===== config.mk =====
export PLATFORM = sky130hd
export DESIGN_NAME = ara_top
export DESIGN_NICKNAME = d
export VERILOG_FILES = /design/src/ara_pkg.sv /design/src/ara_format.sv /design/src/ara_top.sv
export SDC_FILE = /design/constraint.sdc
export NUM_CORES = 1
export LEC_CHECK = 0
export ABC_AREA = 0
export BUFFER_PORTS_ARGS = -buffer_cell sky130_fd_sc_hd__buf_4
export CAP_MARGIN = 15
export CORE_MARGIN = 1.5
export CORE_UTILIZATION = 59
export CTS_BUF_LIST = sky130_fd_sc_hd__clkbuf_2 sky130_fd_sc_hd__clkbuf_4 sky130_fd_sc_hd__clkbuf_8
export CTS_CLUSTER_DIAMETER = 30
export CTS_CLUSTER_SIZE = 28
export DETAILED_ROUTE_END_ITERATION = 7
export HOLD_SLACK_MARGIN = 0.15
export PLACE_DENSITY = 0.92
export SYNTH_ARGS = -nofsm -noshare
export SYNTH_HDL_FRONTEND = slang
export SYNTH_HIERARCHICAL = 1
export SYNTH_SLANG_ARGS = --single-unit

===== constraint.sdc =====
create_clock -name clk -period 3.2 [get_ports clk]
set_input_delay 0.64 -clock clk [delete_from_list [all_inputs] [get_ports clk]]
set_output_delay 0.64 -clock clk [all_outputs]
set_load 0.1 [all_outputs]

===== src/ara_pkg.sv =====
// package for the converter result accumulator: offsets, reset values, codes and the
// register carrier. assumes an sfr-style byte bus and a 12-bit conversion core outside.
package ara_pkg;
  localparam logic [7:0] ARA_CFG_ADDR    = 8'hBC;
  localparam logic [7:0] ARA_LOW_ADDR    = 8'hBD;
  localparam logic [7:0] ARA_HIGH_ADDR   = 8'hBE;
  localparam logic [7:0] ARA_CTRL_ADDR   = 8'hE8;
  localparam logic [7:0] ARA_CFG_RESET   = 8'hF8;
  localparam logic [7:0] ARA_CTRL_RESET  = 8'h00;
  localparam logic [7:0] ARA_DATA_RESET  = 8'h00;
  localparam int         ARA_CFG_GAIN_BIT = 0;
  localparam int         ARA_CFG_RPT_LSB  = 1;
  localparam int         ARA_CTRL_LJST_BIT  = 2;
  localparam int         ARA_CTRL_WIN_BIT   = 3;
  localparam int         ARA_CTRL_BUSY_BIT  = 4;
  localparam int         ARA_CTRL_DONE_BIT  = 5;
  localparam int         ARA_CTRL_BURST_BIT = 6;
  localparam logic [1:0] ARA_RPT_1  = 2'h0;
  localparam logic [1:0] ARA_RPT_4  = 2'h1;
  localparam logic [1:0] ARA_RPT_8  = 2'h2;
  localparam logic [1:0] ARA_RPT_16 = 2'h3;

  typedef struct packed {
    logic       wr;
    logic [7:0] addr;
    logic [7:0] wdata;
  } ara_bus_type;
endpackage


===== src/ara_format.sv =====
// output formatter: turns a 16-bit accumulated sum into the high/low data byte pair.
// assumes the sum is already final and the repeat code matches the sum it came from.
`timescale 1ns/1ps
module ara_format (
  input  wire logic [15:0] sum,
  input  wire logic [1:0]  rpt,
  input  wire logic        ljst,
  output logic      [7:0]  high_byte,
  output logic      [7:0]  low_byte
);
  always_comb begin
    high_byte = 8'h00;
    low_byte  = sum[7:0];
    if (ljst) begin
      high_byte = sum[11:4];
      low_byte  = {sum[3:0], 4'h0};
    end else begin
      low_byte = sum[7:0];
      unique case (rpt)
        ara_pkg::ARA_RPT_1:  high_byte = {4'h0, sum[11:8]};
        ara_pkg::ARA_RPT_4:  high_byte = {3'h0, sum[12:8]};
        ara_pkg::ARA_RPT_8:  high_byte = {2'h0, sum[13:8]};
        ara_pkg::ARA_RPT_16: high_byte = sum[15:8];
      endcase
    end
  end
endmodule


===== src/ara_top.sv =====
// What this block does
// - repeat code 00/01/10/11 selects 1, 4, 8 or 16 accumulated conversions.
// - done and window events fire only after the whole set.
// - burst off: one trigger starts one conversion of the set.
// - burst on: one trigger runs the whole set back to back.
// - every conversion result is summed into the data byte pair.
// - configuration bit 0 is the gain programming enable.
// - right, code 00: high byte bits 3-0 hold result top four bits.
// - right, code 01: high byte bits 4-0 hold bits 12-8 of the 14-bit sum.
// - right, code 10: high byte bits 5-0 hold bits 13-8 of the 15-bit sum.
// - right, code 11: high byte holds top eight bits of 16-bit sum.
// - left justified: high byte holds top eight result bits.
// - right justified: low byte holds lowest eight sum bits.
// - left justified: low byte bits 7-4 hold low result bits, rest zero.
// - justification bit 0 selects right, 1 selects left.
// - burst bit 0 is off, 1 is on.
//
// top of the result accumulator: sfr byte registers, set sequencing, accumulation.
// assumes the analog core answers each start with one conv_valid pulse and a 12-bit code,
// and that the window comparison outside is sampled with the last conv_valid of a set.
`timescale 1ns/1ps
module ara_top #(
  parameter int RES_W = 12
) (
  input  wire logic                clk,
  input  wire logic                rst_n,
  input  wire ara_pkg::ara_bus_type bus,
  output logic [7:0]               rdata,
  input  wire logic                start_trig,
  output logic                     conv_start,
  input  wire logic                conv_valid,
  input  wire logic [RES_W-1:0]    conv_code,
  input  wire logic                window_hit,
  output logic                     conv_done_event,
  output logic                     window_cmp_event,
  output logic                     gain_prog_enable,
  output logic [15:0]              gain_write_word,
  output logic                     gain_write
);
  typedef enum logic [2:0] {
    ARA_IDLE = 3'b001,
    ARA_CONV = 3'b010,
    ARA_WAIT = 3'b100
  } ara_state_type;

  ara_state_type state_r, state_nxt;
  logic [7:0]  cfg_r, cfg_nxt;
  logic [7:0]  ctrl_r, ctrl_nxt;
  logic [7:0]  high_r, high_nxt;
  logic [7:0]  low_r, low_nxt;
  logic [15:0] acc_r, acc_nxt;
  logic [3:0]  cnt_r, cnt_nxt;
  logic [1:0]  rpt_r, rpt_nxt;
  logic        ljst_r, ljst_nxt;
  logic        done_r, done_nxt;
  logic        win_r, win_nxt;
  logic        start_r, start_nxt;
  logic [3:0]  last_idx;
  logic [15:0] sum_now;
  logic [7:0]  fmt_high;
  logic [7:0]  fmt_low;
  logic        burst;
  logic        trig;

  // burst is read live: clearing it mid-set falls back to one trigger per conversion
  // burst bit level
  assign burst = ctrl_r[ara_pkg::ARA_CTRL_BURST_BIT];
  // software start writes busy high; the hardware source may also trigger
  assign trig = start_trig |
                (bus.wr && bus.addr == ara_pkg::ARA_CTRL_ADDR && bus.wdata[ara_pkg::ARA_CTRL_BUSY_BIT]);
  assign gain_prog_enable = cfg_r[ara_pkg::ARA_CFG_GAIN_BIT];
  assign conv_start       = start_r;
  assign conv_done_event  = done_r;
  assign window_cmp_event = win_r;
  // with gain enabled the data pair is the window into the gain settings
  assign gain_write_word  = {high_r, low_r};
  // the gain bank sits outside this block, so no gain write strobe is raised here
  assign gain_write       = 1'b0;

  always_comb begin
    unique case (rpt_r)
      ara_pkg::ARA_RPT_1:  last_idx = 4'h0;
      ara_pkg::ARA_RPT_4:  last_idx = 4'h3;
      ara_pkg::ARA_RPT_8:  last_idx = 4'h7;
      ara_pkg::ARA_RPT_16: last_idx = 4'hF;
    endcase
  end

  assign sum_now = ((cnt_r == 4'h0) ? 16'h0000 : acc_r) + {{(16-RES_W){1'b0}}, conv_code};

  // full-scale 4 and 8 conversion sums carry one bit more than their high byte field;
  // the zero field bits win, so that top bit never shows in the data pair
  ara_format u_format (
    .sum       (sum_now),
    .rpt       (rpt_r),
    .ljst      (ljst_r),
    .high_byte (fmt_high),
    .low_byte  (fmt_low)
  );

  always_comb begin
    state_nxt = state_r;
    cfg_nxt   = cfg_r;
    ctrl_nxt  = ctrl_r;
    high_nxt  = high_r;
    low_nxt   = low_r;
    acc_nxt   = acc_r;
    cnt_nxt   = cnt_r;
    rpt_nxt   = rpt_r;
    ljst_nxt  = ljst_r;
    done_nxt  = 1'b0;
    win_nxt   = 1'b0;
    start_nxt = 1'b0;
    if (bus.wr) begin
      unique case (bus.addr)
        ara_pkg::ARA_CFG_ADDR:  cfg_nxt = bus.wdata;
        // busy reads back from the sequencer, so it is not stored
        ara_pkg::ARA_CTRL_ADDR: ctrl_nxt = bus.wdata & ~(8'h01 << ara_pkg::ARA_CTRL_BUSY_BIT);
        ara_pkg::ARA_HIGH_ADDR: high_nxt = bus.wdata;
        ara_pkg::ARA_LOW_ADDR:  low_nxt  = bus.wdata;
        default: ;
      endcase
    end
    // a core pulse outside a set is ignored, so a stray valid cannot touch the sum
    unique case (state_r)
      ARA_IDLE: begin
        if (trig) begin
          // settings are latched per set so a mid-set write cannot split the sum
          rpt_nxt   = cfg_r[ara_pkg::ARA_CFG_RPT_LSB +: 2];
          ljst_nxt  = ctrl_r[ara_pkg::ARA_CTRL_LJST_BIT];
          cnt_nxt   = 4'h0;
          start_nxt = 1'b1;
          state_nxt = ARA_CONV;
        end
      end
      ARA_CONV: begin
        if (conv_valid) begin
          acc_nxt = sum_now;
          if (cnt_r == last_idx) begin
            high_nxt  = fmt_high;
            low_nxt   = fmt_low;
            done_nxt  = 1'b1;
            win_nxt   = window_hit;
            ctrl_nxt[ara_pkg::ARA_CTRL_DONE_BIT] = 1'b1;
            if (window_hit) begin
              ctrl_nxt[ara_pkg::ARA_CTRL_WIN_BIT] = 1'b1;
            end
            cnt_nxt   = 4'h0;
            state_nxt = ARA_IDLE;
          end else begin
            cnt_nxt = cnt_r + 4'h1;
            if (burst) begin
              start_nxt = 1'b1;
            end else begin
              state_nxt = ARA_WAIT;
            end
          end
        end
      end
      ARA_WAIT: begin
        if (trig) begin
          start_nxt = 1'b1;
          state_nxt = ARA_CONV;
        end
      end
    endcase
  end

  always_ff @(posedge clk or negedge rst_n) begin
    if (!rst_n) begin
      state_r <= ARA_IDLE;
      cfg_r   <= ara_pkg::ARA_CFG_RESET;
      ctrl_r  <= ara_pkg::ARA_CTRL_RESET;
      high_r  <= ara_pkg::ARA_DATA_RESET;
      low_r   <= ara_pkg::ARA_DATA_RESET;
      acc_r   <= 16'h0000;
      cnt_r   <= 4'h0;
      rpt_r   <= ara_pkg::ARA_RPT_1;
      ljst_r  <= 1'b0;
      done_r  <= 1'b0;
      win_r   <= 1'b0;
      start_r <= 1'b0;
    end else begin
      state_r <= state_nxt;
      cfg_r   <= cfg_nxt;
      ctrl_r  <= ctrl_nxt;
      high_r  <= high_nxt;
      low_r   <= low_nxt;
      acc_r   <= acc_nxt;
      cnt_r   <= cnt_nxt;
      rpt_r   <= rpt_nxt;
      ljst_r  <= ljst_nxt;
      done_r  <= done_nxt;
      win_r   <= win_nxt;
      start_r <= start_nxt;
    end
  end

  // left justification with a repeat code other than 00 is software's to avoid
  // read mux is combinational; busy shows any set in progress
  always_comb begin
    unique case (bus.addr)
      ara_pkg::ARA_CFG_ADDR:  rdata = cfg_r;
      ara_pkg::ARA_CTRL_ADDR: rdata = ctrl_r | ({7'h00, state_r != ARA_IDLE} << ara_pkg::ARA_CTRL_BUSY_BIT);
      ara_pkg::ARA_HIGH_ADDR: rdata = high_r;
      ara_pkg::ARA_LOW_ADDR:  rdata = low_r;
      default:                rdata = 8'h00;
    endcase
  end
endmodule


; After elaboration in Yosys (flattened, before gate mapping)
; Cells that the tools add are included.
[op_classes]
n_addsub = 2
eq_ne = 16
n_mux = 45
bitwise = 2
reduce_logical = 12
[ops]
columns = cell, count
row1 = $mux 8, 12
row2 = $pmux 8 s4, 2
row3 = $eq 8x8->1 const B, 4
row4 = $mux 1, 17
row5 = $add 16x12->16, 1
row6 = $mux 16, 1
row7 = $pmux 4 s4, 1
row8 = $mux 3, 4
row9 = $mux 4, 3
row10 = $mux 6, 2
row11 = $or 8x5->8, 1
row12 = $pmux 4 s2, 1
row13 = $reduce_and 2->1, 4
row14 = $pmux 3 s2, 1
row15 = $reduce_and 3->1, 2
row16 = $add 4x1->4 const B, 1
row17 = $eq 2x2->1 const B, 2
row18 = $eq 4x4->1, 1
row19 = $logic_not 4->1, 1
row20 = $ne 2x2->1 const B, 2
row21 = $eq 3x1->1 const B, 1
row22 = $eq 3x2->1 const B, 1
row23 = $eq 3x3->1 const B, 1
row24 = $ne 3x1->1 const B, 1
row25 = 9 further kinds, 10
[totals]
reg_bits = 60
in_bits = 34
output_inout_bits = 29

; Longest topological paths before layout
; Gate-level depths: netlist (run 1).
[logic_depth]
depth_word = 8
depth_mapped = 17

; Modules after synthesis
; Netlist (run 1), hierarchy kept.
[modules_own_cells]
columns = mod, instances, cells_each, area_each_um2, seq_area_each_um2
row1 = ara_top, 1, 385, 3609.7, 1508.9
row2 = ara_format, 1, 26, 215.2, 0.0

; Least setup slack after synthesis (run 1)
; Ideal clock, no wire load.
[synth_path]
path_type = in2out
start = in bus[12] (netlist bit)
end = out rdata[0]
arrival_ns = 2.472
setup_slack_ns = 0.088
stages = 4
n_path_buf = 1
path_cell_list = or4b_1 -> nor3_1 -> clkbuf_1 -> a22o_1
[synth_via]
elab_chain_len = 2
elab_cells_between_ends = 5
[synth_lines]
columns = element, line_no
row1 = "start, declared", ara_top.sv:27  ; input wire ara_pkg::ara_bus_type bus,
row2 = $eq 8x8->1, ara_top.sv:202  ; unique case (bus.addr)
row3 = $pmux 8 s4 (*), ara_top.sv:202
row4 = "end, declared", ara_top.sv:28  ; output logic [7:0] rdata,
; Mark *: on every way between the ends. The rest lies on a longest branch, timed or not.

; Worst setup path in the final report (run 1)
[layout_path]
start = reg cnt_r[0]
end = reg high_r[5]
[layout_via]
elab_chain_len = 8
elab_cells_between_ends = 9
[layout_lines]
columns = element, line_no
row1 = "start, declared", ara_top.sv:52  ; logic [3:0] cnt_r, cnt_nxt;
row2 = "start signal, assigned", ara_top.sv:190  ; cnt_r <= cnt_nxt;
row3 = $logic_not 4->1, ara_top.sv:89  ; assign sum_now = ((cnt_r == 4'h0) ? 16'h0000 : acc_r) + {{(16-RES_W){1'b0}}, conv_code};
row4 = $mux 16, ara_top.sv:89
row5 = $add 16x12->16, ara_top.sv:89
row6 = named net sum_now[13], ara_top.sv:59  ; logic [15:0] sum_now;
row7 = $pmux 8 s4, ara_format.sv:19  ; unique case (rpt)
row8 = $mux 8, ara_format.sv:14  ; if (ljst) begin
row9 = named net fmt_high[5], ara_top.sv:60  ; logic [7:0] fmt_high;
row10 = $mux 8, ara_top.sv:139  ; if (cnt_r == last_idx) begin
row11 = $mux 8, ara_top.sv:137  ; if (conv_valid) begin
row12 = $mux 8, ara_top.sv:125  ; unique case (state_r)
row13 = named net high_nxt[5], ara_top.sv:49  ; logic [7:0] high_r, high_nxt;
row14 = "end signal, assigned", ara_top.sv:174  ; high_r <= ara_pkg::ARA_DATA_RESET;
row15 = "end signal, assigned", ara_top.sv:187  ; high_r <= high_nxt;
row16 = "end, declared", ara_top.sv:49
; The timed path passes the listed nets, and every way through them passes these cells. The select of a mux whose other input is x is not followed.
; A chain may end at the register's enable or synchronous reset.

==> results.md, run 1 <==
STA:
- In the finished design, the share of the clock period the worst path needs comes to 97.0%.
- Static timing analysis puts the maximum clock frequency at 322 MHz.
- The normalized max-slew margin is about 48%.
- Subtracting the final worst setup slack from the clock period gives around 3.1 ns.
- The max-slew violation total from the final report is 0.
- The worst setup skew after layout is 0.0109 ns.
- Setup violations remaining at the end of the flow were counted as 0.
- On the final layout, the worst hold slack is around 0.37 ns.
- For the pin with the worst max-slew slack, the measured transition is 0.784 ns.
- The number of failing hold endpoints at the final stage is 0.

Clocking:
- The number of clock sinks is 60.
- The maximum buffer depth of the clock tree is 2.
- The root buffer cell is sky130_fd_sc_hd__clkbuf_8.
- The clock transition at the register clock pins on the worst setup and hold paths after CTS is 0.07 ns.
- TritonCTS built the clock tree.
- The clock reaches the later pin of the worst-skew pair after between 0.3 and 0.4 ns.
- The number of buffers created by CTS is 9.
- The H-tree was split into 3 levels.

Placement:
- The number of buffer cells added on primary ports is 61.
- The final RePlAce weighted congestion is around 0.90.
- The placed instance count is ~530.
- Once placement finished, the instance area stood at around 4300 µm².
- After legalization and detailed placement, the total HPWL measured 6940 µm.

Yosys:
- Counting distinct cell types in the post-synthesis netlist gives 50.
- The share of the yosys chip area belonging to registers is 39.5%.
- The count of mapped cells out of synthesis is a little over 400.
- After synthesis, the mean cell area works out to 9.31 µm².
- The synthesized design spends more area on one cell type than any other, namely sky130_fd_sc_hd__dfrtp_1.
- The area share of the largest cell type after synthesis is about a third.
- For this run, asynchronously set or reset flops after synthesis account for 100%.
- After synthesis the cells add up to around 3800 µm².
- The number of synthesized flops with an enable pin is 0.
- The total nets after synthesis is 460.
- After synthesis, the cell types taking the most area are sky130_fd_sc_hd__dfrtp_1, sky130_fd_sc_hd__nand2_1, sky130_fd_sc_hd__mux2i_1, sky130_fd_sc_hd__mux2_2, sky130_fd_sc_hd__o21ai_0.
- After synthesis the netlist holds a flip-flop and latch count of 60.
- The number of warnings printed during yosys synthesis is 6.
- The most used flip-flop cell after synthesis is sky130_fd_sc_hd__dfrtp_1.

Critical path:
- Across all register-to-register paths, the minimum setup slack is around 0.096 ns.
- Walking the worst path, the cells encountered are inv_1 > ha_2 > nand2_2 > buf_4 > and2_1 > ha_1 > a21oi_4 > a21oi_1 > a211oi_2 > nor2_2 > xnor2_1 > nand2_1 > o21ai_0 > nand2_1 > o21ai_0.
- The critical path's slowest cell is sky130_fd_sc_hd__ha_1.
- The required arrival time at the worst endpoint is about 3.5 ns.
- The class of the most critical setup path is flip-flop to flip-flop.
- At the worst endpoint, the arrival time is 3.35 ns.
- In this design, the stage delay of the slowest critical-path cell is about 0.4 ns.
- Of all nets on the critical path, the largest fanout is 14.
- STA classifies the critical path startpoint as a flip-flop.
- The critical path capture point type is a flip-flop.

Route:
- The total via count after detailed routing is between 3000 and 4000.
- Once detail routing completed, the nets flagged for antenna violations numbered 0.
- The total DRC errors in the routed layout is 0.
- The number of iterations in the first detailed-routing pass is 5.
- After detailed routing, the number of vias per cell comes to about 6.2.
- After detailed routing, the total wire length is about 10000 µm.
- The routed wirelength normalized by instance count is roughly 18 µm.
- The count of routing violations after the opening detailed-route iteration is 255.

Floorplan:
- Measured along the y axis, the die boundary spans between 80 and 90 µm.
- The area inside the core boundary is between 6000 and 7000 µm².
- The die covers ~7000 µm².
- The initial standard-cell utilization of the core is between 60 and 70%.
- The number of rows created at floorplan is 29.
- In this run the horizontal extent of the chip is 83.5 µm.
- 63 I/O pins were placed.

GRT:
- The first global-routing pass estimated 16000 µm of wire.
- The number of antenna violations at the first check in global routing is 0.
- The total overflow reported by the global router is 0.
- Entering global routing, the biggest net connects 61 pins.
- The via count of the first global-routing pass was about 3400.
- Global routing used just under 30% of the available tracks.

Worst hold path:
- The path category of the worst min-delay check is input pin to async pin.

Final layout:
- The share of post-route cells with drive strength above 1 is a little under a third.
- From synthesis to final layout, the design area changed by 22.7%.
- The finished layout holds 554 standard cells, fillers aside.
- After filler insertion, the fill cell instance count of the layout stands at slightly above 400.
- The finished cells cover approximately 4700 µm².
- 0 antenna diodes ended up in the layout.
- The net total in the final layout is about 520.

Run status:
- The run finished with clean final reports.

Pwr:
- Summed over all cells, the static leakage comes to about 2.3 nW.
- The worst IR drop on VDD is around 720 µV.
- Dividing total power by cell area gives a power density of 681 nW/µm².
- The overall power is 3.19 mW.

Flow run:
- Across the run, the number of max-cap violations was 0.
==> cells in the final DEF (no fill, tap or decap), drive strengths merged, types with 3 or more instances in the layout <==
master	instances
buf	72
nand2	68
dfrtp	54
o21ai	42
mux2	30
mux2i	25
a21oi	18
nor2	17
and2	16
ha	14
nand3	13
xnor2	13
clkbuf	12
nor3	11
a22o	10
inv	9
dfstp	6
nor2b	5
xor2	3
and3	3
a31oi	3
==> cell type report <==
cell class	count	area, µm²	share of cell area, %
multi-input cells	320	2310	49.2
flip-flops and latches	60	1510	32.2
repair buffers	72	541	11.5
clock buffers	12	159	3.39
well taps	77	96.3	2.05
clock inverters	4	47.5	1.01
inverters	9	33.8	0.720
==> critical path: cells and delay by family, from the launching register on <==
| kind | cells | cell delay (ns) |
|---|---|---|
| AO/OA/AOI/OAI | 5 | 0.99 |
| buffers and inverters | 2 | 0.29 |
| XOR/XNOR | 1 | 0.20 |
| adder cells (fa/ha/maj) | 2 | 0.59 |
| flip-flops | 1 | 0.38 |
| AND/OR/NAND/NOR | 5 | 0.56 |
==> sequential cells by signal, summed over array words and instances, names as in the netlist <==
register	cells
conv_start	1
conv_done_event	1
cnt_r	4
acc_r	16
ljst_r	1
high_r	8
cfg_r	8
window_cmp_event	1
rpt_r	2
ctrl_r	7
low_r	8
state_r	3
==> routing by layer <==
layer / wire [µm] / track usage (%) / up-vias
met4: 223 / 12.2 / 0
met5: 0 / 0 / -
met3: 772 / 6.53 / 26
li1: - / - / 1579
met1: 4110 / 36.5 / 1652
met2: 5090 / 48.0 / 188
==> cells in the mapped netlist (2+ instances only) <==
cell                        n
sky130_fd_sc_hd__clkbuf_1  14
sky130_fd_sc_hd__nand3_1   13
sky130_fd_sc_hd__ha_1      14
sky130_fd_sc_hd__a211o_1    2
sky130_fd_sc_hd__a21oi_1   18
sky130_fd_sc_hd__and2_1    15
sky130_fd_sc_hd__buf_1      3
sky130_fd_sc_hd__a211oi_1   2
sky130_fd_sc_hd__dfrtp_1   54
sky130_fd_sc_hd__a21o_1     2
sky130_fd_sc_hd__nand3b_1   2
sky130_fd_sc_hd__a31o_2     2
sky130_fd_sc_hd__nor2b_1    5
sky130_fd_sc_hd__nand2_1   68
sky130_fd_sc_hd__mux2_4     8
sky130_fd_sc_hd__o211ai_1   2
sky130_fd_sc_hd__dfstp_2    6
sky130_fd_sc_hd__nor3_1    10
sky130_fd_sc_hd__a31oi_1    3
sky130_fd_sc_hd__buf_2      3
sky130_fd_sc_hd__mux2i_1   25
sky130_fd_sc_hd__inv_1      9
sky130_fd_sc_hd__o21ai_0   42
sky130_fd_sc_hd__xor2_1     3
sky130_fd_sc_hd__and3_1     3
sky130_fd_sc_hd__a22o_1    10
sky130_fd_sc_hd__nor2_1    17
sky130_fd_sc_hd__mux2_2    22
sky130_fd_sc_hd__xnor2_1   13
==> what timing repair did <==
item / CTS / global route
setup endpoints to repair: 4 / 9
hold buffers: 0 / 0
buffers inserted: 0 / 4
pin swaps: 0 / 7
gates cloned: 0 / 0
resized for setup: 3 / 28
==> metrics by stage <==
step	TNS, ns	setup slack, ns	utilization (%)
floorplan	0	0.0880	-
global placement	0	0.167	68.6
detailed placement	0	0.00515	68.6
CTS	0	0.0438	72.1
global route	-0.199	-0.0835	74.3
finish	0	0.0961	74.3
==> report_power, final <==
part	internal (mW)	leakage [nW]	total (mW)	switching, mW
registers	0.964	0.767	1.14	0.179
logic	0.363	1.41	1.34	0.982
clock network	0.408	0.106	0.707	0.299
==> path summary, 6_finish.rpt <==
check,start,to,depth (start not counted)
worst max-delay path,cnt_r[0],high_r[5],15
worst min-delay path,rst_n,state_r[1],1
worst max register to register,cnt_r[0],high_r[5],15
worst min register to register,acc_r[6],acc_r[6],2
max in group asynchronous,rst_n,acc_r[7],1
min in group clk,acc_r[6],acc_r[6],2
==> logic make-up (layout without fill, tap and decap cells) <==
family | count (synthesis) | count (layout) | share of synthesized area [%]
buf+inv | 31 | 97 | 3.43
flops | 60 | 60 | 39.5
xor+xnor | 16 | 16 | 3.66
compound gates | 92 | 92 | 14.9
mux | 55 | 55 | 16.2
other cells | 1 | 1 | 0.0980
simple gates | 141 | 141 | 17.2
fa+ha+maj | 15 | 15 | 5.10
No activity file was read; power rests on OpenSTA's default activity.
==> run 2: changes to the inputs <==
Settings changed: CORE_UTILIZATION 59 to 60, PLACE_DENSITY 0.92 to 0.93.
Clock period 3.2 ns to 3.68 ns, I/O delays scaled along.
==> run 2 against run 1 <==
  * Power shrank 16%
  * Via count decreased by 2.6%
  * Clock-buffer cell count fell by 1
  * Critical endpoint unchanged
  * Highest routed layer unchanged
  * Core utilization rose by 0.21 points
  * Register-to-register slack improved by 0.22 ns
  * Hold slack improved by 0.077 ns
  * Combinational power decreased by 13%
  * Flip-flop and latch count is the same
  * Largest cell class unchanged
==> results.md, run 2 (synthesis gave the netlist of run 1 again) <==
Clocking:
- The maximum buffer depth of the clock tree was 2 (unchanged).
- The clock insertion delay at the later pin of the skew report came to 0.35 ns (about the same).
- The number of buffers created by CTS is 9 (unchanged).
- The number of clock sinks was 60 (unchanged).
- TritonCTS built the clock tree.
- The clock transition at the register clock pins on the worst setup and hold paths after CTS is 0.08 ns (about the same).
- The H-tree depth is 3 (unchanged).
- In this run the clock root is driven by a sky130_fd_sc_hd__clkbuf_8.

Critical path:
- The stage delay of the slowest cell on the critical path is 0.43 ns (+0.03 ns).
- The critical path is of the flip-flop to flip-flop type.
- The capture point of the worst reg-to-reg path is high_r[5].
- The maximum fanout count along the critical path is 14 (unchanged).
- The number of gates on the worst path with buffers counted is 15 (unchanged).
- The cell type group with the largest total delay on the critical path is compound AO/OA/AOI/OAI gates.
- The critical path goes through inv_1 > ha_1 > nand2_1 > buf_4 > and2_1 > ha_1 > a21oi_1 > o311ai_0 > a211oi_1 > nor2_1 > xnor2_1 > nand2_1 > o21ai_0 > nand2_1 > o21ai_0.
- STA classifies the critical path startpoint as a flip-flop.
- The worst register-to-register path begins at cnt_r[0].
- The slack of the worst reg-to-reg path is 0.32 ns (+0.22 ns).
- The largest individual stage delay along the critical path comes from the cell sky130_fd_sc_hd__dfrtp_1.
- The required arrival time at the worst endpoint came to 3.92 ns (+0.47 ns).
- The depth of the worst register-to-register path came to 15 (unchanged).
- Among the stages of the critical path, the cell type that occurs most often is sky130_fd_sc_hd__nand2_1.
- STA classifies the critical path endpoint as a flip-flop.
- The combined buffer and inverter count along the critical path is 2 (unchanged).
- The arrival time at the worst endpoint is 3.61 ns (+0.26 ns).

STA:
- The maximum operating frequency is 297 MHz (-7.7%).
- The accumulated negative setup slack was 0 ns (unchanged).
- The normalized max-slew margin is 47.9% (+0.14 points).
- The total setup violations reported at the end of the flow was 0 (unchanged).
- The worst setup skew after layout is 0.0132 ns (+0.00234 ns).
- The clock period minus worst slack came to 3.36 ns (+0.258 ns).
- The number of failing hold endpoints at the final stage is 0 (unchanged).
- The max-slew violation total from the final report is 0 (unchanged).
- The pin slew with the least headroom to its limit is 0.782 ns (-0.00213 ns).
- The post-route fraction of the period consumed by the critical path is 91.4% (-5.6 points).
- Setup repair after global routing left no endpoint under its margin.

Run status:
- The flow ran to the end, and the final reports show no timing, DRC or antenna violations.

GRT:
- The wire length of the first global-routing pass was 16200 µm (+0.99%).
- The pin count of the biggest net entering global routing was 61 (unchanged).
- The number of antenna violations at the first check in global routing came to 0 (unchanged).
- The total overflow reported by the global router was 0 (unchanged).
- The global routing usage summed across all routing layers is 29.1% (+0.27 points).
- The via count of the first global-routing pass was 3361 (-0.86%).

Floorplan:
- The initial standard-cell utilization of the core is 63.5% (+2.9 points).
- The number of top-level pins is 63 (unchanged).
- The full die area came to 6860 µm² (-1.6%).
- The height of the die was 82.8 µm (-0.81%).
- The number of rows created at floorplan is 28 (-3.4%).
- The area inside the core boundary is 6030 µm² (-4.6%).
- The overall die width was 82.8 µm (-0.81%).

Final layout:
- The share of post-route cells with drive strength above 1 is 26.0% (-5.5 points).
- The fill cell total of the finished layout was 409 (-0.49%).
- The most common cell after layout, fill and taps aside is sky130_fd_sc_hd__nand2_1.
- The library cells used most frequently in the layout, excluding fill and tap cells, are sky130_fd_sc_hd__nand2_1, sky130_fd_sc_hd__buf_4, sky130_fd_sc_hd__dfrtp_1, sky130_fd_sc_hd__o21ai_0, sky130_fd_sc_hd__mux2i_1.
- The antenna diode instance count is 0 (unchanged).
- The register containing the most flip-flops in the final layout is acc_r.
- The number of flip-flops under the largest register name is 16 (unchanged).
- The area added between synthesis and finish is 17.4%.
- The net total in the final layout is 514 (-1.3%).

Route:
- The number of iterations in the first detailed-routing pass came to 7 (+2).
- The routed wirelength normalized by instance count is 17.7 µm (-3.7%).
- The wire length reported by the detailed router is 9650 µm (-5.3%).
- The number of nets with antenna violations after routing came to 0 (unchanged).
- The count of routing violations after the opening detailed-route iteration is 297 (+16%).
- The via count normalized by instance count is 6.15 (-1.0%).
- The total via count after detailed routing is 3354 (-2.6%).
- The total DRC errors in the routed layout is 0 (unchanged).

Pwr:
- The overall power is 2.70 mW (-16%).
- The leakage component of the power is 2.19 nW (-3.9%).
- The register share of total power came to 37.0% (+1.2 points).
- The logic gate share of total power is 43.1% (+1.0 points).
- The fraction of power spent switching nets is 47.6% (+1.9 points).
- The worst IR drop on VDD is 592 µV (-18%).
- The net switching component of the power is 1.28 mW (-12%).
- The power per cell area is 600 nW/µm² (-12%).
- The internal power component is 1.41 mW (-19%).
- The power share of the clock group was 19.8% (-2.3 points).

Placement:
- The number of buffer cells added on primary ports is 61 (unchanged).
- The final RePlAce weighted congestion was 0.910 (+1.7%).
- The HPWL reported at the end of detailed placement is 6970 µm (+0.49%).

Flow run:
- The reported max-cap violation count is 0 (unchanged).

Worst hold path:
- The path category of the worst min-delay check is input pin to async pin.
## run 2: timing repair
item                       in CTS  in global routing
setup buffers                   0                  0
setup endpoints to repair       0                  1
hold buffers                    0                  0
gates resized for setup         0                  1
## run 2: worst register-to-register path: stages (launching register included)
cell and delay, ns:
sky130_fd_sc_hd__dfrtp_1 0.43, sky130_fd_sc_hd__inv_1 0.11, sky130_fd_sc_hd__ha_1 0.16, sky130_fd_sc_hd__nand2_1 0.11, sky130_fd_sc_hd__buf_4 0.20, sky130_fd_sc_hd__and2_1 0.17
sky130_fd_sc_hd__ha_1 0.37, sky130_fd_sc_hd__a21oi_1 0.24, sky130_fd_sc_hd__o311ai_0 0.20, sky130_fd_sc_hd__a211oi_1 0.39, sky130_fd_sc_hd__nor2_1 0.16, sky130_fd_sc_hd__xnor2_1 0.20
sky130_fd_sc_hd__nand2_1 0.08, sky130_fd_sc_hd__o21ai_0 0.21, sky130_fd_sc_hd__nand2_1 0.11, sky130_fd_sc_hd__o21ai_0 0.13
## run 2: worst max path at each step
stage          slack, ns  startpoint   endpoint
5_1_grt             0.03    cnt_r[0]  high_r[7]
3_5_place_dp        0.37    cnt_r[0]  high_r[7]
4_1_cts             0.34    cnt_r[0]  high_r[7]
3_3_place_gp        0.57    cnt_r[0]  high_r[4]
2_1_floorplan       0.38     bus[12]   rdata[0]
6_report            0.32    cnt_r[0]  high_r[5]
## run 2: stage by stage
step | setup slack, ns | std cells | cell area (µm²) | utilization, % | hold slack, ns
after floorplan | 0.376 | 411 | 3820 | - | 0.437
after global placement | 0.570 | 529 | 4310 | 71.5 | 0.457
after detailed placement | 0.368 | 529 | 4310 | 71.5 | 0.471
after CTS | 0.335 | 545 | 4490 | 74.5 | 0.473
after global routing | 0.0321 | 545 | 4490 | 74.5 | 0.505
final | 0.318 | 545 | 4490 | 74.5 | 0.449
## run 2: layout make-up
cell class | instances | area (µm²) | area share [%]
clock buffer | 11 | 139 | 3.09
multi-input combinational | 320 | 2190 | 48.7
clock inverter | 5 | 38.8 | 0.864
inverter | 9 | 33.8 | 0.752
timing repair buffer | 65 | 488 | 10.9
sequential | 60 | 1510 | 33.6
tap | 75 | 93.8 | 2.09
## run 2: metal layers
layer,vias up,global-route usage [%],wire [µm],part of all wire [%]
li1,1551,-,-,-
met1,1602,36.1,3830,40
met2,185,50.3,4810,50
met3,16,7.75,848,8.8
met4,0,8.03,157,1.6
met5,-,0,0,0
## run 2: power groups by stage
stage | logic (mW) | clock network [mW] | registers [mW]
4_1_cts | 1.16 | 0.541 | 0.994
3_5_place_dp | 1.15 | 0 | 1.00
3_3_place_gp | 1.12 | 0 | 0.984
6_report | 1.16 | 0.535 | 0.999
5_1_grt | 1.22 | 0.575 | 1.02
2_1_floorplan | 0.384 | 0 | 1.47
==> run 3: changes to the inputs <==
Settings changed: HOLD_SLACK_MARGIN 0.15 to default, PLACE_DENSITY 0.93 to default, PLACE_DENSITY_LB_ADDON from default to 0.1.
==> run 3 against run 2 <==
  * Flip-flop and latch count is the same
  * Power grew 5.4%
  * Highest routed layer unchanged
  * Wire length shrank 4.2%
  * Global-route usage shrank 1.5 points
==> results.md, run 3 (synthesis gave the netlist of run 1 again) <==
Run status:
- The flow ran to the end, and the final reports show no timing, DRC or antenna violations.

Route:
- The number of iterations in the first detailed-routing pass is 4 (-3).
- The routed wirelength normalized by instance count is 17.0 µm (-4.2%).
- The wire length reported by the detailed router is 9240 µm (-4.2%).
- The total DRC errors in the routed layout is 0 (unchanged).
- The total via count after detailed routing is 3243 (-3.3%).
- The count of routing violations after the opening detailed-route iteration is 293 (-1.3%).
- The via count normalized by instance count is 5.95 (-3.3%).
- The number of nets with antenna violations after routing is 0 (unchanged).

STA:
- The worst setup skew after layout came to 0.00684 ns (-0.00638 ns).
- Setup repair after global routing left no endpoint under its margin.
- The number of failing hold endpoints at the final stage is 0 (unchanged).
- The post-route fraction of the period consumed by the critical path came to 89.1% (-2.2 points).
- The accumulated negative setup slack is 0 ns (unchanged).
- The normalized max-slew margin was 46.2% (-1.7 points).
- The total setup violations reported at the end of the flow came to 0 (unchanged).
- The max-slew violation total from the final report is 0 (unchanged).
- The clock period minus worst slack is 3.28 ns (-0.0824 ns).
- The pin slew with the least headroom to its limit is 0.808 ns (+0.0259 ns).
- The maximum operating frequency was 305 MHz (+2.5%).

Pwr:
- The register share of total power is 34.6% (-2.4 points).
- The power share of the clock group came to 24.9% (+5.1 points).
- The power per cell area is 625 nW/µm² (+4.1%).
- The logic gate share of total power is 40.5% (-2.6 points).
- The overall power is 2.84 mW (+5.4%).
- The worst IR drop on VDD came to 509 µV (-14%).
- The fraction of power spent switching nets is 43.8% (-3.8 points).
- The net switching component of the power is 1.25 mW (-2.9%).
- The leakage component of the power is 2.22 nW (+1.3%).
- The internal power component is 1.60 mW (+13%).

Clocking:
- The TritonCTS clock tree is yes.
- The number of buffers added for setup after CTS is 0 (unchanged).
- The clock transition at the register clock pins on the worst setup and hold paths after CTS is 0.07 ns (about the same).
- The number of clock sinks was 60 (unchanged).
- The number of buffers created by CTS came to 9 (unchanged).
- The clock insertion delay at the later pin of the skew report came to 0.34 ns (about the same).
- The root buffer cell is sky130_fd_sc_hd__clkbuf_8.
- The H-tree depth is 3 (unchanged).
- The number of hold buffers added after cts is 0 (unchanged).
- The maximum buffer depth of the clock tree was 2 (unchanged).
- The quantity of gates resized following cts was 0 (unchanged).

Critical path:
- The depth of the worst register-to-register path came to 15 (unchanged).
- Traced cell by cell, the critical path runs through inv_1 > ha_1 > nand2_1 > buf_4 > and2_1 > fa_1 > a21oi_1 > o211ai_1 > a2111o_1 > and2_1 > xnor2_1 > o21ai_0 > o21ai_0 > nand2_1 > o21ai_0.
- The stage delay of the slowest cell on the critical path is 0.47 ns (+0.04 ns).
- The class of the most critical setup path is flip-flop to flip-flop.
- The required arrival time at the worst endpoint came to 3.94 ns (+0.02 ns).
- The arrival time at the worst endpoint is 3.54 ns (-0.07 ns).
- The critical path capture point type is a flip-flop.
- The cell repeated most along the worst path is sky130_fd_sc_hd__o21ai_0.
- On the critical path, the stage with the largest delay is an instance of sky130_fd_sc_hd__a2111o_1.
- The maximum fanout count along the critical path is 15 (+1).
- The worst setup path is launched from a flip-flop.

Floorplan:
- The overall die width is 82.8 µm (unchanged).
- The number of top-level pins is 63 (unchanged).
- The full die area was 6860 µm² (unchanged).
- The initial standard-cell utilization of the core came to 63.5% (unchanged).
- The height of the die was 82.8 µm (unchanged).
- The number of rows created at floorplan is 28 (unchanged).
- The area inside the core boundary was 6030 µm² (unchanged).

Flow run:
- The reported max-cap violation count was 0 (unchanged).

Final layout:
- In the layout the commonest cells are sky130_fd_sc_hd__nand2_1, sky130_fd_sc_hd__buf_4, sky130_fd_sc_hd__dfrtp_1, sky130_fd_sc_hd__o21ai_0, sky130_fd_sc_hd__mux2i_1.
- The share of post-route cells with drive strength above 1 is 25.7% (-0.21 points).
- The net total in the final layout is 514 (unchanged).
- The antenna diode instance count is 0 (unchanged).
- The final standard cell utilization of the core is 75.5% (+0.96 points).
- The area added between synthesis and finish is 18.9%.
- Counting flops per register, the top entry is acc_r.
- The non-filler instance count after layout is 545 (unchanged).
- The fill cell total of the finished layout is 443 (+8.3%).
- The number of flip-flops under the largest register name is 16 (unchanged).
- The final instance area was 4550 µm² (+1.3%).
- The multi-input logic area came to 2180 µm² (-0.23%).
- Leaving out fill and tap cells, the most frequent cell in the layout is sky130_fd_sc_hd__nand2_1.
- The area occupied by registers is 1510 µm² (unchanged).

Placement:
- The placed cell area is 4310 µm² (unchanged).
- The final RePlAce weighted congestion was 0.893 (-1.9%).
- The placed instance count is 529 (unchanged).
- The HPWL reported at the end of detailed placement came to 6570 µm (-5.7%).
- The number of buffer cells added on primary ports came to 61 (unchanged).

GRT:
- The global-route track usage on met3 is 4.67% (-3.1 points).
- The number of antenna violations at the first check in global routing was 0 (unchanged).
- The wire length of the first global-routing pass came to 15300 µm (-5.4%).
- The global routing stage identified its most utilized layer as met2.
- The pin count of the biggest net entering global routing is 61 (unchanged).
- The total overflow reported by the global router is 0 (unchanged).
- The via count of the first global-routing pass is 3163 (-5.9%).
- The global routing usage summed across all routing layers is 27.7% (-1.5 points).
- The met2 demand-to-capacity share in global routing is 46.3% (-3.9 points).
- The met1 track demand over resource is 36.3% (+0.18 points).

Worst hold path:
- In this run the worst hold path is classified as input pin to async pin.
==> run 3: routing by layer <==
| layer | up-vias | share of wire (%) |
|---|---|---|
| met4 | 0 | 1.8 |
| met5 | - | 0 |
| li1 | 1559 | - |
| met1 | 1559 | 44 |
| met3 | 16 | 6.1 |
| met2 | 109 | 48 |
==> run 3: area by class of cell <==
class / count / area share [%]
Multi-Input combinational cell: 320 / 48.0
Clock buffer: 13 / 3.80
Clock inverter: 3 / 1.49
Timing Repair Buffer: 65 / 10.7
Tap cell: 75 / 2.06
Inverter: 9 / 0.743
Sequential cell: 60 / 33.2
==> run 3: worst paths after layout <==
path                       startpoint    endpoint  slack [ns]
max                          cnt_r[0]   high_r[4]        0.40
min                             rst_n  state_r[1]        0.46
max reg2reg                  cnt_r[0]   high_r[4]        0.40
min reg2reg                  acc_r[0]    acc_r[0]        0.48
max in group asynchronous       rst_n    acc_r[7]        2.70
min in group clk             acc_r[0]    acc_r[0]        0.48
==> run 3: power by group through the flow <==
stage               Clock (mW)  Sequential, mW  Combinational, mW
floorplan                    0            1.47              0.384
global placement             0           0.987               1.12
detailed placement           0           0.993               1.15
CTS                      0.714           0.983               1.15
global route             0.743            1.01               1.22
finish                   0.706           0.984               1.15
==> run 3: critical path: cells and delay by family, from the launching register on <==
family                   cells  cell delay (ns)
AO/OA/AOI/OAI                6             1.20
buffers and inverters        2             0.30
flip-flops                   1             0.43
AND/OR/NAND/NOR              4             0.54
adder cells (fa/ha/maj)      2             0.59
XOR/XNOR                     1             0.14
==> run 3: through the flow <==
stage	hold WS (ns)	setup slack, ns
finish	0.455	0.400
global route	0.501	0.0941
CTS	0.478	0.411
detailed placement	0.460	0.496
global placement	0.453	0.596
floorplan	0.437	0.376
